[src/common/fdpp_pkg.sv]
/*
  Shared constants and types for the flexible-disk parameter page and its drive sequencer:
  page byte offsets, field positions, reset values, defaults, timing bases and state codes.
  Assumes a single 125 MHz clock and a byte-wide page access port driven by the command layer.
*/
package fdpp_pkg;

  // Timing base
  localparam int CLK_MHZ = 125;
  localparam int TICK_US = 1;
  localparam int CYC_PER_US = TICK_US * CLK_MHZ;
  localparam int US_PER_100US = 100;
  localparam int HUNDRED_US_PER_MS = 10;
  localparam int MS_PER_100MS = 100;

  // Page byte offsets
  localparam logic [4:0] OFS_PAGE_HEADER = 5'h00;
  localparam logic [4:0] OFS_PAGE_LENGTH = 5'h01;
  localparam logic [4:0] OFS_TRANSFER_RATE = 5'h02;
  localparam logic [4:0] OFS_HEAD_COUNT = 5'h04;
  localparam logic [4:0] OFS_SECTORS_PER_TRACK = 5'h05;
  localparam logic [4:0] OFS_BYTES_PER_SECTOR = 5'h06;
  localparam logic [4:0] OFS_CYLINDER_COUNT = 5'h08;
  localparam logic [4:0] OFS_PRECOMP_START = 5'h0A;
  localparam logic [4:0] OFS_LOW_CURRENT_START = 5'h0C;
  localparam logic [4:0] OFS_STEP_INTERVAL = 5'h0E;
  localparam logic [4:0] OFS_STEP_PULSE_LEN = 5'h10;
  localparam logic [4:0] OFS_SETTLE_TIME = 5'h11;
  localparam logic [4:0] OFS_SPINUP_WAIT = 5'h13;
  localparam logic [4:0] OFS_SPINDOWN_WAIT = 5'h14;
  localparam logic [4:0] OFS_DRIVE_OPTION_FLAGS = 5'h15;
  localparam logic [4:0] OFS_EXTRA_STEP_CONFIG = 5'h16;
  localparam logic [4:0] OFS_WRITE_COMP_AMOUNT = 5'h17;
  localparam logic [4:0] OFS_LOAD_TIME = 5'h18;
  localparam logic [4:0] OFS_UNLOAD_TIME = 5'h19;
  localparam logic [4:0] OFS_LINE_SELECT_A = 5'h1A;
  localparam logic [4:0] OFS_LINE_SELECT_B = 5'h1B;
  localparam logic [4:0] OFS_SPIN_SPEED = 5'h1C;

  // Field positions
  localparam int SAVE_CAPABLE_BIT = 7;
  localparam int TRUE_READY_BIT = 7;
  localparam int SECTOR_BASE_BIT = 6;
  localparam int MOTOR_HOLD_BIT = 5;
  localparam int SEL_A_POL_BIT = 7;
  localparam int SEL_A_FUNC_LSB = 4;
  localparam int SEL_B_POL_BIT = 7;
  localparam int SEL_B_FUNC_LSB = 4;
  localparam int SEL_C_POL_BIT = 3;
  localparam int SEL_C_FUNC_LSB = 0;

  // Line function codes
  localparam logic [2:0] LINE_OPEN = 3'h0;
  localparam logic [2:0] LINE_A_READY = 3'h1;
  localparam logic [2:0] LINE_A_DISK_CHANGED = 3'h2;
  localparam logic [2:0] LINE_B_IN_USE = 3'h1;
  localparam logic [2:0] LINE_B_EJECT = 3'h2;
  localparam logic [2:0] LINE_B_HEAD_LOAD = 3'h3;
  localparam logic [2:0] LINE_C_DC_RESET = 3'h1;

  // Fixed page content
  localparam logic SAVE_CAPABLE = 1'b0;
  localparam logic [5:0] PAGE_CODE = 6'h05;
  localparam logic [7:0] PAGE_LEN = 8'h1E;
  localparam logic [15:0] SPIN_RPM = 16'h012C;
  localparam logic [7:0] MOTOR_NEVER_OFF = 8'hFF;

  // Reset values of writable fields
  localparam logic [15:0] RST_RATE = 16'h01F4;
  localparam logic [7:0] RST_HEADS = 8'h02;
  localparam logic [7:0] RST_SPT = 8'h12;
  localparam logic [15:0] RST_BPS = 16'h0200;
  localparam logic [15:0] RST_CYLS = 16'h0050;
  localparam logic [7:0] RST_CLEARED = 8'h00;

  // Substitutes used when a timing or write-compensation field is zero
  localparam logic [15:0] DEF_STEP_100US = 16'h001E;
  localparam logic [7:0] DEF_PULSE_US = 8'h04;
  localparam logic [15:0] DEF_SETTLE_100US = 16'h0096;
  localparam logic [7:0] DEF_WRITE_COMP = 8'h08;
  localparam logic [7:0] DEF_LOAD_MS = 8'h0F;
  localparam logic [7:0] DEF_UNLOAD_MS = 8'h0F;

  // Byte 0 sits in the low bits; precompensation and low-current starts equal the count
  localparam logic [255:0] PAGE_RESET = {
    8'h00, 8'h00, SPIN_RPM[7:0], SPIN_RPM[15:8],
    {6{RST_CLEARED}}, {8{RST_CLEARED}},
    RST_CYLS[7:0], RST_CYLS[15:8], RST_CYLS[7:0], RST_CYLS[15:8],
    RST_CYLS[7:0], RST_CYLS[15:8], RST_BPS[7:0], RST_BPS[15:8],
    RST_SPT, RST_HEADS, RST_RATE[7:0], RST_RATE[15:8],
    PAGE_LEN, {SAVE_CAPABLE, 1'b0, PAGE_CODE}};

  localparam logic [255:0] PAGE_WMASK = {
    {4{8'h00}}, {5{8'hFF}}, 8'h0F, 8'hE0, {19{8'hFF}}, 8'h00, 8'h00};

  typedef struct packed {
    logic wr;
    logic rd;
    logic [4:0] addr;
    logic [7:0] wdata;
  } fdpp_page_req_t;

  typedef enum logic [7:0] {
    ST_IDLE = 8'h01,
    ST_SPIN = 8'h02,
    ST_PULSE = 8'h04,
    ST_GAP = 8'h08,
    ST_SETTLE = 8'h10,
    ST_LOAD = 8'h20,
    ST_ACTIVE = 8'h40,
    ST_UNLOAD = 8'h80
  } fdpp_state_t;

  typedef enum logic [1:0] {
    U_US = 2'h0,
    U_100US = 2'h1,
    U_MS = 2'h2,
    U_100MS = 2'h3
  } fdpp_unit_t;

endpackage

[src/rtl/fdpp_tick_gen.sv]
/*
  Chained prescaler producing one-cycle ticks every microsecond, 100 us, millisecond
  and 100 ms. Assumes a free-running clock; CLK_PER_US may be shrunk in simulation.
*/
`timescale 1ns/100ps
module fdpp_tick_gen #(
  parameter int unsigned CLK_PER_US = fdpp_pkg::CYC_PER_US
) (
  input wire logic clk_i,
  input wire logic srst_i,
  output logic [3:0] ticks_o
);
  import fdpp_pkg::*;

  localparam int unsigned DIV [4] = '{CLK_PER_US, US_PER_100US, HUNDRED_US_PER_MS,
    MS_PER_100MS};

  logic [4:0] stage_in;

  assign stage_in[0] = 1'b1;
  assign ticks_o = stage_in[4:1];

  for (genvar i = 0; i < 4; i++)
  begin : g_stage
    logic [15:0] cnt_q;
    logic wrap;

    assign wrap = stage_in[i] && (cnt_q == 16'(DIV[i] - 1));
    assign stage_in[i + 1] = wrap;

    always_ff @(posedge clk_i)
    begin
      if (srst_i)
        cnt_q <= 16'h0000;
      else if (wrap)
        cnt_q <= 16'h0000;
      else if (stage_in[i])
        cnt_q <= cnt_q + 16'h0001;
    end
  end

endmodule

[src/rtl/fdpp_page_ctrl.sv]
/*
  Flexible-disk parameter page and drive sequencer: holds the page written by mode select,
  returns it for mode sense, and runs motor, stepping, settle, head load and unload timing.
  Assumes the command layer drives page_req_i one byte at a time and requests one medium
  access at a time, ending it with access_done_i.
*/
//
// Summary of operation
// - Save-capable bit read-only, reported in sense data
// - Transfer rate field is kbit/s
// - Precompensation from start cylinder; off when equal count
// - Reduced current from start cylinder; off when equal
// - Step spacing in 100 us, zero means default
// - Step pulse width in us, zero means default
// - Settle time in 100 us, zero means default
// - Without ready line, wait spin-up before access
// - With ready line, wait for ready, else abort
// - Motor released after idle delay; FFh never
// - True-ready flag selects spin-up behaviour
// - Sector numbering starts at one or zero
// - Motor-hold flag keeps motor line released
// - Extra step pulses per cylinder added
// - Write compensation from precompensation cylinder; zero means default
// - Head load time in ms, zero means default
// - Head unload time in ms, zero means default
// - First line: polarity, open/ready/disk changed
// - Second line: open/in use/eject/head load
// - Third line: open or disk-change reset
// - Rotation speed reported, mode select ignored
`timescale 1ns/100ps
module fdpp_page_ctrl #(
  parameter int unsigned CLK_PER_US = fdpp_pkg::CYC_PER_US
) (
  input wire logic clk_i,
  input wire logic srst_i,
  input fdpp_pkg::fdpp_page_req_t page_req_i,
  output logic [7:0] page_rdata_o,
  output logic page_rvalid_o,
  input wire logic access_req_i,
  input wire logic [15:0] target_cyl_i,
  input wire logic access_done_i,
  input wire logic start_unit_i,
  input wire logic stop_unit_i,
  input wire logic eject_req_i,
  input wire logic dc_reset_req_i,
  input wire logic line_a_i,
  output logic access_grant_o,
  output logic access_abort_o,
  output logic busy_o,
  output logic motor_on_o,
  output logic step_o,
  output logic step_dir_o,
  output logic [15:0] cur_cyl_o,
  output logic precomp_en_o,
  output logic reduce_current_o,
  output logic [7:0] write_comp_o,
  output logic [15:0] rate_kbps_o,
  output logic [7:0] first_sector_o,
  output logic drive_ready_o,
  output logic disk_changed_o,
  output logic line_b_o,
  output logic line_b_oe_o,
  output logic line_c_o,
  output logic line_c_oe_o
);
  import fdpp_pkg::*;

  logic [7:0] page_q [32];
  logic [7:0] rdata_q;
  logic rvalid_q;
  logic [3:0] ticks;
  fdpp_state_t state_q;
  fdpp_unit_t unit_q;
  logic [15:0] dly_q;
  logic [20:0] steps_q;
  logic [15:0] target_q;
  logic [15:0] cur_cyl_q;
  logic dir_q;
  logic grant_q;
  logic abort_q;
  logic motor_q;
  logic unit_hold_q;
  logic [7:0] idle_cnt_q;
  logic warm_q;

  fdpp_tick_gen #(
    .CLK_PER_US(CLK_PER_US)
  ) u_ticks (
    .clk_i(clk_i),
    .srst_i(srst_i),
    .ticks_o(ticks)
  );

  // Page storage: masked bits keep their value, so read-only fields ignore mode select
  for (genvar b = 0; b < 32; b++)
  begin : g_page
    localparam logic [7:0] WMASK = PAGE_WMASK[8 * b +: 8];

    always_ff @(posedge clk_i)
    begin
      if (srst_i)
        page_q[b] <= PAGE_RESET[8 * b +: 8];
      else if (page_req_i.wr && (page_req_i.addr == 5'(b)))
        page_q[b] <= (page_q[b] & ~WMASK) | (page_req_i.wdata & WMASK);
    end
  end

  always_ff @(posedge clk_i)
  begin
    if (srst_i)
    begin
      rdata_q <= 8'h00;
      rvalid_q <= 1'b0;
    end
    else
    begin
      rvalid_q <= page_req_i.rd;
      if (page_req_i.rd)
        rdata_q <= page_q[page_req_i.addr];
    end
  end

  assign page_rdata_o = rdata_q;
  assign page_rvalid_o = rvalid_q;

  // Field views
  logic [15:0] f_rate;
  logic [15:0] f_cyls;
  logic [15:0] f_wp;
  logic [15:0] f_rwc;
  logic [15:0] f_step;
  logic [7:0] f_pulse;
  logic [15:0] f_settle;
  logic [7:0] f_spinup;
  logic [7:0] f_spindown;
  logic [7:0] f_opts;
  logic [3:0] f_extra;
  logic [7:0] f_wcomp;
  logic [7:0] f_load;
  logic [7:0] f_unload;
  logic [7:0] f_sel_a;
  logic [7:0] f_sel_b;

  assign f_rate = {page_q[OFS_TRANSFER_RATE], page_q[OFS_TRANSFER_RATE + 5'h01]};
  assign f_cyls = {page_q[OFS_CYLINDER_COUNT], page_q[OFS_CYLINDER_COUNT + 5'h01]};
  assign f_wp = {page_q[OFS_PRECOMP_START], page_q[OFS_PRECOMP_START + 5'h01]};
  assign f_rwc = {page_q[OFS_LOW_CURRENT_START], page_q[OFS_LOW_CURRENT_START + 5'h01]};
  assign f_step = {page_q[OFS_STEP_INTERVAL], page_q[OFS_STEP_INTERVAL + 5'h01]};
  assign f_pulse = page_q[OFS_STEP_PULSE_LEN];
  assign f_settle = {page_q[OFS_SETTLE_TIME], page_q[OFS_SETTLE_TIME + 5'h01]};
  assign f_spinup = page_q[OFS_SPINUP_WAIT];
  assign f_spindown = page_q[OFS_SPINDOWN_WAIT];
  assign f_opts = page_q[OFS_DRIVE_OPTION_FLAGS];
  assign f_extra = page_q[OFS_EXTRA_STEP_CONFIG][3:0];
  assign f_wcomp = page_q[OFS_WRITE_COMP_AMOUNT];
  assign f_load = page_q[OFS_LOAD_TIME];
  assign f_unload = page_q[OFS_UNLOAD_TIME];
  assign f_sel_a = page_q[OFS_LINE_SELECT_A];
  assign f_sel_b = page_q[OFS_LINE_SELECT_B];

  logic true_ready_present;
  logic sector_base_one;
  logic motor_line_hold_released;

  assign true_ready_present = f_opts[TRUE_READY_BIT];
  assign sector_base_one = f_opts[SECTOR_BASE_BIT];
  assign motor_line_hold_released = f_opts[MOTOR_HOLD_BIT];

  // Zero fields fall back to the built-in defaults
  logic [15:0] step_eff;
  logic [15:0] pulse_eff;
  logic [15:0] settle_eff;
  logic [15:0] load_eff;
  logic [15:0] unload_eff;

  assign step_eff = (f_step == 16'h0000) ? DEF_STEP_100US : f_step;
  assign pulse_eff = {8'h00, (f_pulse == 8'h00) ? DEF_PULSE_US : f_pulse};
  assign settle_eff = (f_settle == 16'h0000) ? DEF_SETTLE_100US : f_settle;
  assign load_eff = {8'h00, (f_load == 8'h00) ? DEF_LOAD_MS : f_load};
  assign unload_eff = {8'h00, (f_unload == 8'h00) ? DEF_UNLOAD_MS : f_unload};

  // Line A input decode; polarity bit gives the active level
  logic [2:0] func_a;
  logic line_a_active;
  logic drive_ready;

  assign func_a = f_sel_a[SEL_A_FUNC_LSB +: 3];
  assign line_a_active = (line_a_i == f_sel_a[SEL_A_POL_BIT]);
  assign drive_ready = (func_a == LINE_A_READY) && line_a_active;

  // Delay timer: loaded with N, done on the tick seen at zero, so N+1 ticks elapse.
  // The first tick may come early, hence the extra one keeps every delay at or above N.
  logic unit_tick;
  logic dly_done;

  always_comb
  begin
    case (unit_q)
      U_US: unit_tick = ticks[0];
      U_100US: unit_tick = ticks[1];
      U_MS: unit_tick = ticks[2];
      default: unit_tick = ticks[3];
    endcase
  end

  assign dly_done = unit_tick && (dly_q == 16'h0000);

  // Seek length for the latched target, widened by the extra pulses per cylinder
  logic [15:0] seek_dist;
  logic [20:0] seek_steps;

  assign seek_dist = (target_q >= cur_cyl_q) ? (target_q - cur_cyl_q) : (cur_cyl_q - target_q);
  assign seek_steps = 21'(seek_dist) * 21'({1'b0, f_extra} + 5'h01);

  always_ff @(posedge clk_i)
  begin
    if (srst_i)
    begin
      state_q <= ST_IDLE;
      unit_q <= U_US;
      dly_q <= 16'h0000;
      steps_q <= 21'h000000;
      target_q <= 16'h0000;
      cur_cyl_q <= 16'h0000;
      dir_q <= 1'b0;
      grant_q <= 1'b0;
      abort_q <= 1'b0;
      warm_q <= 1'b0;
    end
    else
    begin
      grant_q <= 1'b0;
      abort_q <= 1'b0;
      if (unit_tick && (dly_q != 16'h0000))
        dly_q <= dly_q - 16'h0001;
      case (state_q)
        ST_IDLE:
        begin
          if (access_req_i)
          begin
            target_q <= target_cyl_i;
            dir_q <= (target_cyl_i >= cur_cyl_q);
            warm_q <= motor_q;
            state_q <= ST_SPIN;
            unit_q <= U_100MS;
            // A running motor needs no spin-up wait
            dly_q <= motor_q ? 16'h0000 : {8'h00, f_spinup};
          end
        end
        ST_SPIN:
        begin
          // A motor started by this request must still see ready or the full delay
          if (warm_q || (true_ready_present && drive_ready)
              || (!true_ready_present && dly_done))
          begin
            steps_q <= seek_steps;
            if (seek_steps == 21'h000000)
            begin
              state_q <= ST_LOAD;
              unit_q <= U_MS;
              dly_q <= load_eff;
            end
            else
            begin
              state_q <= ST_PULSE;
              unit_q <= U_US;
              dly_q <= pulse_eff;
            end
          end
          else if (true_ready_present && dly_done)
          begin
            abort_q <= 1'b1;
            state_q <= ST_IDLE;
          end
        end
        ST_PULSE:
        begin
          if (dly_done)
          begin
            steps_q <= steps_q - 21'h000001;
            state_q <= ST_GAP;
            unit_q <= U_100US;
            dly_q <= step_eff;
          end
        end
        ST_GAP:
        begin
          if (dly_done && steps_q == 21'h000000)
          begin
            cur_cyl_q <= target_q;
            state_q <= ST_SETTLE;
            dly_q <= settle_eff;
          end
          else if (dly_done)
          begin
            state_q <= ST_PULSE;
            unit_q <= U_US;
            dly_q <= pulse_eff;
          end
        end
        ST_SETTLE:
        begin
          if (dly_done)
          begin
            state_q <= ST_LOAD;
            unit_q <= U_MS;
            dly_q <= load_eff;
          end
        end
        ST_LOAD:
        begin
          if (dly_done)
          begin
            grant_q <= 1'b1;
            state_q <= ST_ACTIVE;
          end
        end
        ST_ACTIVE:
        begin
          if (access_done_i)
          begin
            state_q <= ST_UNLOAD;
            unit_q <= U_MS;
            dly_q <= unload_eff;
          end
        end
        ST_UNLOAD:
        begin
          if (dly_done)
            state_q <= ST_IDLE;
        end
        default:
          state_q <= ST_IDLE;
      endcase
    end
  end

  // Motor: start/stop commands act directly and the idle timer never overrides a start
  always_ff @(posedge clk_i)
  begin
    if (srst_i)
    begin
      motor_q <= 1'b0;
      unit_hold_q <= 1'b0;
      idle_cnt_q <= 8'h00;
    end
    else if (stop_unit_i)
    begin
      motor_q <= 1'b0;
      unit_hold_q <= 1'b0;
      idle_cnt_q <= 8'h00;
    end
    else if (start_unit_i || (state_q == ST_IDLE && access_req_i))
    begin
      motor_q <= 1'b1;
      unit_hold_q <= unit_hold_q || start_unit_i;
      idle_cnt_q <= 8'h00;
    end
    else if (state_q != ST_IDLE || unit_hold_q || !motor_q)
      idle_cnt_q <= 8'h00;
    else if (ticks[3])
    begin
      if (idle_cnt_q == f_spindown && f_spindown != MOTOR_NEVER_OFF)
        motor_q <= 1'b0;
      else if (idle_cnt_q != MOTOR_NEVER_OFF)
        idle_cnt_q <= idle_cnt_q + 8'h01;
    end
  end

  // Registered drive-facing outputs
  logic [2:0] func_b;
  logic [2:0] func_c;
  logic b_assert;

  assign func_b = f_sel_b[SEL_B_FUNC_LSB +: 3];
  assign func_c = f_sel_b[SEL_C_FUNC_LSB +: 3];

  always_comb
  begin
    case (func_b)
      LINE_B_IN_USE: b_assert = (state_q != ST_IDLE);
      LINE_B_EJECT: b_assert = eject_req_i;
      LINE_B_HEAD_LOAD: b_assert = (state_q == ST_LOAD) || (state_q == ST_ACTIVE);
      default: b_assert = 1'b0;
    endcase
  end

  always_ff @(posedge clk_i)
  begin
    if (srst_i)
    begin
      motor_on_o <= 1'b0;
      step_o <= 1'b0;
      precomp_en_o <= 1'b0;
      reduce_current_o <= 1'b0;
      write_comp_o <= 8'h00;
      rate_kbps_o <= 16'h0000;
      first_sector_o <= 8'h00;
      drive_ready_o <= 1'b0;
      disk_changed_o <= 1'b0;
      line_b_o <= 1'b0;
      line_b_oe_o <= 1'b0;
      line_c_o <= 1'b0;
      line_c_oe_o <= 1'b0;
    end
    else
    begin
      motor_on_o <= motor_q && !motor_line_hold_released;
      step_o <= (state_q == ST_PULSE);
      precomp_en_o <= (f_wp != f_cyls) && (cur_cyl_q >= f_wp);
      reduce_current_o <= (f_rwc != f_cyls) && (cur_cyl_q >= f_rwc);
      if ((f_wp != f_cyls) && (cur_cyl_q >= f_wp))
        write_comp_o <= (f_wcomp == 8'h00) ? DEF_WRITE_COMP : f_wcomp;
      else
        write_comp_o <= 8'h00;
      rate_kbps_o <= f_rate;
      first_sector_o <= {7'h00, sector_base_one};
      drive_ready_o <= drive_ready;
      disk_changed_o <= (func_a == LINE_A_DISK_CHANGED) && line_a_active;
      line_b_oe_o <= (func_b != LINE_OPEN) && (func_b <= LINE_B_HEAD_LOAD);
      line_b_o <= b_assert ? f_sel_b[SEL_B_POL_BIT] : !f_sel_b[SEL_B_POL_BIT];
      line_c_oe_o <= (func_c == LINE_C_DC_RESET);
      line_c_o <= dc_reset_req_i ? f_sel_b[SEL_C_POL_BIT] : !f_sel_b[SEL_C_POL_BIT];
    end
  end

  assign access_grant_o = grant_q;
  assign access_abort_o = abort_q;
  assign busy_o = (state_q != ST_IDLE);
  assign step_dir_o = dir_q;
  assign cur_cyl_o = cur_cyl_q;

endmodule

[config.mk]
export PLATFORM = sky130hd
export DESIGN_NAME = fdpp_page_ctrl
export DESIGN_NICKNAME = d
export VERILOG_FILES = /design/src/common/fdpp_pkg.sv /design/src/rtl/fdpp_tick_gen.sv /design/src/rtl/fdpp_page_ctrl.sv
export SDC_FILE = /design/constraint.sdc
export NUM_CORES = 1
export LEC_CHECK = 0
export ABC_CLOCK_PERIOD_IN_PS = 17400
export BUFFER_PORTS_ARGS = -buffer_cell sky130_fd_sc_hd__buf_2
export CAP_MARGIN = 20
export CORE_ASPECT_RATIO = 0.6
export CORE_MARGIN = 3
export CORE_UTILIZATION = 60
export DETAILED_ROUTE_END_ITERATION = 16
export HOLD_SLACK_MARGIN = 0.06
export PLACE_DENSITY = 0.85
export SETUP_SLACK_MARGIN = 0.05
export SYNTH_ARGS = -nofsm -noshare
export SYNTH_HDL_FRONTEND = slang
export SYNTH_HIERARCHICAL = 1
export SYNTH_SLANG_ARGS = --single-unit
[constraint.sdc]
create_clock -name clk_i -period 17.4 [get_ports clk_i]
set_input_delay 0.87 -clock clk_i [delete_from_list [all_inputs] [get_ports clk_i]]
set_output_delay 0.87 -clock clk_i [all_outputs]
set_load 0.01 [all_outputs]
; ---- Yosys cells after proc, flatten, opt, wreduce, memory -nomap -nowiden
; Memories as Yosys holds them, arrays and structs flattened. A register that Yosys moved wholly into a read port is not among the register bits.
; Index checks and enable logic that the tools add are counted.
[classes]
add_sub_neg = 10
multipliers = 1
magnitude_cmp = 5
n_eq_ne = 76
muxes = 182
bitwise = 38
reduce_logical = 101
[ops]
columns = cell, n
row1 = $mux 8, 47
row2 = $mux 16, 11
row3 = $mux 1, 106
row4 = $pmux 16 s6, 1
row5 = $eq 5x5->1 const B, 16
row6 = $add 16x1->16 const B, 4
row7 = $ge 16x16->1, 4
row8 = $pmux 8 s8, 1
row9 = $logic_and 1x1->1, 49
row10 = $eq 16x7->1 const B, 3
row11 = $logic_not 16->1, 3
row12 = $logic_not 21->1, 2
row13 = $mux 21, 2
row14 = $pmux 21 s2, 1
row15 = $eq 5x4->1 const B, 8
row16 = $logic_not 8->1, 4
row17 = $ne 16x16->1, 2
row18 = $or 1x1->1, 32
row19 = $sub 16x16->16, 2
row20 = $mul 16x5->21, 1
row21 = $sub 21x1->21 const B, 1
row22 = $eq 5x3->1 const B, 4
row23 = $ne 2x2->1 const B, 10
row24 = $eq 16x4->1 const B, 1
row25 = other kinds (46), 98
[word_totals]
ff_bits = 184
ram_bits = 256
inputBits = 40
out_inout_bits = 71
wordCells = 446
n_memories = 1
[memory_table]
columns = name, depth, word_bits, read_ports, rd_ports_with_merged_regs, write_ports, line_no
row1 = page_q, 32, 8, 23, 3, 32, fdpp_page_ctrl.sv:68  ; logic [7:0] page_q [32];

; ---- Logic depth before layout (Yosys ltp)
[logic_depth]
depth_word = 10
mapped_depth = 33
mapped_depth_nobuf = 29

; ---- Cells and area by module
; The synthesis kept the hierarchy.
[modules_own_cells]
columns = mod, n_inst, cells_per_inst, area_per_inst_um2, seq_area_each_um2
row1 = fdpp_page_ctrl, 1, 2326, 21989.8, 8718.4
row2 = fdpp_tick_gen, 1, 393, 3244.4, 1281.2

; ---- Worst setup path before layout
; OpenSTA, ideal clock, no wires.
[synth_path]
path_type = reg2reg
from = reg cur_cyl_q[1], in the netlist cur_cyl_o[1]
to = reg dly_q[3]
setup_ps = 115
arrival_ps = 7433
t_required_ps = 17285
setup_slack_ps = 9852
path_stages_with_launch = 31
n_path_buf = 5
synth_period_minus_slack_ps = 7548
cell_sequence = dfxtp_1 -> inv_1 -> fa_1 -> a21o_1 -> a21oi_1 -> a31o_2 -> a221oi_1 -> o41ai_2 -> buf_4 -> buf_2 -> mux2i_1 -> xnor2_1 -> or2_2 -> fa_1 -> inv_1 -> fa_1 -> fa_1 -> ha_1 -> buf_2 -> and3_1 -> clkbuf_1 -> and3_1 -> a211oi_2 -> o21ai_1 -> nand4b_1 -> o311ai_0 -> nand4b_1 -> or2_1 -> buf_2 -> nand4b_1 -> and3_1
[synth_between]
elab_chain_cells = 7
elab_cells_between_ends = 9
classes_between = add/sub: 2 / mul: 1 / order compare: 1 / mux: 4 / reduce/logical: 1
[synth_rtl]
columns = element, line_no
row1 = from (decl), fdpp_page_ctrl.sv:77  ; logic [15:0] cur_cyl_q;
row2 = from (signal assigned), fdpp_page_ctrl.sv:290  ; cur_cyl_q <= target_q;
row3 = $sub 16x16->16 or $ge 16x16->1 (tied branches), fdpp_page_ctrl.sv:212  ; assign seek_dist = (target_q >= cur_cyl_q) ? (target_q - cur_cyl_q) : (cur_cyl_q - target_q);
row4 = $mux 16 *, fdpp_page_ctrl.sv:212
row5 = $mul 16x5->21 *, fdpp_page_ctrl.sv:213  ; assign seek_steps = 21'(seek_dist) * 21'({1'b0, f_extra} + 5'h01);
row6 = $logic_not 21->1 *, fdpp_page_ctrl.sv:257  ; if (seek_steps == 21'h000000)
row7 = $mux 8 *, fdpp_page_ctrl.sv:257
row8 = $mux 16 *, fdpp_page_ctrl.sv:253  ; if (warm_q || (true_ready_present && drive_ready)
row9 = $pmux 16 s6 *, fdpp_page_ctrl.sv:236  ; case (state_q)
row10 = to (signal assigned), fdpp_page_ctrl.sv:235  ; dly_q <= dly_q - 16'h0001;
row11 = to (signal assigned), fdpp_page_ctrl.sv:261  ; dly_q <= load_eff;
row12 = to (signal assigned), fdpp_page_ctrl.sv:267  ; dly_q <= pulse_eff;
row13 = to (decl), fdpp_page_ctrl.sv:74  ; logic [15:0] dly_q;
; Mark *: on every way between the ends. The rest lies on a longest branch, timed or not.
; A chain may end at the register's enable or synchronous reset.

; ---- Worst setup path in the final report
[layout_path]
from = reg cur_cyl_q[1], in the netlist cur_cyl_o[1]
to = reg state_q[2]
[layout_between]
elab_chain_cells = 7
elab_cells_between_ends = 9
classes_between = add/sub: 2 / mul: 1 / order compare: 1 / mux: 4 / reduce/logical: 1
[layout_rtl]
columns = element, line_no
row1 = $sub 16x16->16 or $ge 16x16->1 (tied branches), fdpp_page_ctrl.sv:212
row2 = $mux 16 *, fdpp_page_ctrl.sv:212
row3 = $mul 16x5->21 *, fdpp_page_ctrl.sv:213
row4 = $logic_not 21->1 *, fdpp_page_ctrl.sv:257
row5 = $mux 6 *, fdpp_page_ctrl.sv:257
row6 = $mux 8 *, fdpp_page_ctrl.sv:253
row7 = $pmux 8 s8 *, fdpp_page_ctrl.sv:236
row8 = to (signal assigned), fdpp_page_ctrl.sv:244  ; state_q <= ST_SPIN;
row9 = to (signal assigned), fdpp_page_ctrl.sv:259  ; state_q <= ST_LOAD;
row10 = to (signal assigned), fdpp_page_ctrl.sv:265  ; state_q <= ST_PULSE;
row11 = to (decl), fdpp_page_ctrl.sv:72  ; fdpp_state_t state_q;
; Marks and branches as above.

==> key figures <==
Status
  • Status: complete, no violations

Floorplanning
  • Die W: 271 µm
  • Full die area: approximately 45000 µm²
  • Die H: 165 µm
  • Number of I/O pins: between 100 and 150
  • Initial core utilization: roughly 62%
  • Core area: 41000 µm²
  • Rows: 57

Place
  • DP HPWL: about 54000 µm
  • Placement Setup Slack: 9.18 ns
  • I/O Buffers: a little over 100
  • Dpl cells: between 3000 and 4000
  • Gpl congestion: 0.995

Worst setup path
  • Arrival @ worst endpoint: just under 9 ns
  • Worst path max stage delay: 0.69 ns
  • Critical path type: reg2reg
  • Critical-path top delay cell: nor4b_1
  • CP Capture Type: register
  • Reg2Reg Depth: 28
  • Critical Path Start Type: register
  • Worst-path maximum fanout: 24
  • Top cell by count, worst path: fa_1
  • Worst Path Required: ~18 ns

GRT
  • Gr usage total: 32.3%
  • Vias in the first global route: just over 20000
  • Grt ovf: 0
  • Initial antenna violation count: 0
  • Largest net degree at the start of global routing: 77
  • First-pass GRT wire length: 114000 µm

Timing
  • Fmax: between 100 and 150 MHz
  • Slew Limit Fails: 0
  • Setup TNS: 0 ns
  • Final WS setup: about 9.1 ns
  • Worst-Margin Slew: roughly 1.2 ns
  • Relative slew slack: a little over a fifth
  • Setup-failing EPs final: 0
  • Setup repair after global routing missed its margin: no
  • Minimum clock period: ~8.3 ns
  • Clock Skew: ~0.028 ns
  • Final Cycle Share: approximately 48%
  • Final hold violations: 0

Synthesis
  • Async SR Flop Fraction: 0%
  • Post-synth EDFFs: a little under 200
  • Avg Cell Area, Syn: 9.28 µm²
  • Ys Warns: 6
  • Yosys top cell area share: between 20% and 30%
  • Cell Area, Synth: roughly 25000 µm²
  • Register area share after synthesis: between 30 and 40%
  • Top_reg_cell synth: dfxtp_1
  • Synth area leaders: edfxtp_1 24%, dfxtp_1 16%, ha_1 5.9%, mux4_2 3.8%, nand2_1 3.6%
  • Post-Syn Instances: roughly 2700
  • Count of cell types in the netlist: 88
  • Synth Register Bits: 400
  • Yosys top cell by area: edfxtp_1

Routing
  • Antenna Violating Nets Remaining: 0
  • Vias per cell: ~6.6
  • Routed WL: about 74000 µm
  • Wire per inst: approximately 22 µm
  • Via count: 22000
  • Drt initial violations: between 3000 and 4000
  • 1st-pass router iterations: 6
  • DRC errors left: 0

Clock network
  • CTS Buffer Depth: 3
  • CTS resizes: 0
  • Cts bufs inserted: 38
  • CTS clk-pin slew, worst paths: 0.07 ns
  • CTS H-tree lvls: 2
  • Root Driver: clkbuf_16
  • Clock Latency Late Sink: ~0.55 ns
  • Clock net sink count: 400
  • Hold Buf Count CTS: 0
  • Postcts setup bufs: 0
  • CTS tree: built

Power and ir drop
  • PD cells: roughly 160 nW/µm²
  • Leak: roughly 11 nW
  • Peak supply drop: roughly 260 µV

Final layout
  • Fin cells: around 3300
  • Ratio of cells with drive above 1 in the final layout: between 10% and 20%
  • NumNets Final: roughly 2900
  • Diodes inserted: 0
  • P&R area growth vs syn: 8.34%

Worst hold path
  • Worst hold path cell count: 2
  • HP Class: reg2reg

Run
  • Total of max-cap violations: 0
-- cell usage in the layout (no fill, tap or decap), types with 21 or more instances in the layout --
| master | instances |
|---|---|
| a21oi_1 | 181 |
| mux4_2 | 43 |
| nand2_1 | 244 |
| and3_1 | 21 |
| nand3_1 | 57 |
| a21o_1 | 46 |
| xor2_1 | 37 |
| inv_1 | 132 |
| mux2i_1 | 36 |
| nor4_1 | 83 |
| and2_1 | 143 |
| xnor2_1 | 87 |
| buf_2 | 108 |
| or3_1 | 22 |
| ha_1 | 118 |
| o21ai_0 | 122 |
| a211oi_1 | 27 |
| edfxtp_1 | 199 |
| nand2b_1 | 36 |
| dfxtp_1 | 201 |
| clkbuf_16 | 38 |
| nor2_1 | 215 |
| nand4_1 | 46 |
| nor2b_1 | 40 |
| buf_4 | 23 |
| fa_1 | 44 |
| nor3_1 | 96 |
-- cells by family (layout without fill, tap and decap cells) --
logic type | Yosys count | count (layout) | share of synthesized area (%)
AND/OR/NAND/NOR | 1099 | 1099 | 22.9
AO/OA/AOI/OAI | 537 | 537 | 13.3
flip-flops | 400 | 400 | 39.6
buffers and inverters | 308 | 341 | 4.90
adder cells (fa/ha/maj) | 162 | 162 | 9.34
XOR/XNOR | 124 | 124 | 4.30
multiplexers | 88 | 88 | 5.67
other | 1 | 7 | 0.0149
-- sequential cells by signal, summed over array words and instances, names as in the netlist, 2 cells and up --
register / flops
cur_cyl_o: 16
dly_q: 16
idle_cnt_q: 8
page_q: 199
page_rdata_o: 8
rate_kbps_o: 16
state_q: 8
steps_q: 21
target_q: 16
u_ticks/g_stage.cnt_q: 64
unit_q: 2
write_comp_o: 8
-- metrics by stage --
| stage | utilization (%) | hold slack (ns) | power [mW] | area, µm² |
|---|---|---|---|---|
| floorplan | - | 0.413 | 2.89 | 25300 |
| global placement | 63.2 | 0.436 | 3.32 | 25900 |
| global route | 66.7 | 0.478 | 4.65 | 27300 |
| finish | 66.7 | 0.466 | 4.33 | 27300 |
| CTS | 66.3 | 0.462 | 4.26 | 27200 |
| detailed placement | 63.2 | 0.452 | 3.39 | 25900 |
-- synthesized netlist by cell type, types with 7 or more instances --
cell,number
nand2_1,244
nor3_1,96
mux2_2,9
xor2_1,37
nor3b_1,15
o21ai_1,8
a21oi_1,181
and2_1,143
clkbuf_1,133
mux4_2,43
nand3b_1,12
buf_2,12
o21a_1,9
a22oi_1,18
o31ai_1,9
buf_1,16
o21ai_0,122
or3_1,22
and3_1,21
dfxtp_1,201
nor2b_1,40
nand2b_1,36
and4_1,11
ha_1,118
nand3_1,57
or4_1,10
o211ai_1,14
nor2_1,215
buf_4,12
o21bai_1,7
a221oi_1,15
mux2i_1,36
nand4_1,46
a21o_1,46
edfxtp_1,199
nor4b_1,8
fa_1,44
o22ai_1,10
a211oi_1,27
nor4_1,83
inv_1,132
xnor2_1,87
a31oi_1,9
nand4b_1,10
-- layout make-up --
| type | count | area, µm² |
|---|---|---|
| clock buffer | 46 | 1010 |
| multi-input combinational | 2017 | 14000 |
| clock inverter | 22 | 251 |
| sequential | 400 | 10000 |
| inverter | 133 | 504 |
| timing repair buffer | 140 | 840 |
| tap | 560 | 701 |
| fill | 3215 | 13700 |
-- final timing paths --
check                             startpoint         end  slack (ns)
worst max-delay path            cur_cyl_o[1]  state_q[2]        9.07
worst min-delay path                  warm_q      warm_q        0.47
worst max register to register  cur_cyl_o[1]  state_q[2]        9.07
worst min register to register        warm_q      warm_q        0.47
-- critical path, delay by kind of cell (launching register included) --
family | cells | cell delay, ns
multiplexers | 1 | 0.37
AO/OA/AOI/OAI | 11 | 2.42
buffers and inverters | 4 | 0.62
adder cells (fa/ha/maj) | 5 | 2.39
AND/OR/NAND/NOR | 6 | 1.68
XOR/XNOR | 1 | 0.31
flip-flops | 1 | 0.48
-- metal layers --
layer | GRT usage (%) | share of wire (%) | vias up | routed length [µm]
li1 | - | - | 9827 | -
met1 | 46.8 | 42 | 10400 | 31100
met2 | 45.0 | 40 | 1531 | 29400
met3 | 13.3 | 16 | 175 | 11800
met4 | 7.10 | 2.3 | 0 | 1680
met5 | 0 | 0 | - | 0
-- where the power goes --
part | switching (mW) | internal (mW) | leakage, nW
Clock | 0.373 | 0.491 | 0.613
Combinational | 1.41 | 0.963 | 6.36
Sequential | 0.0605 | 1.04 | 3.54
Total | 1.84 | 2.49 | 10.5
(Power assumes the default switching activity.)
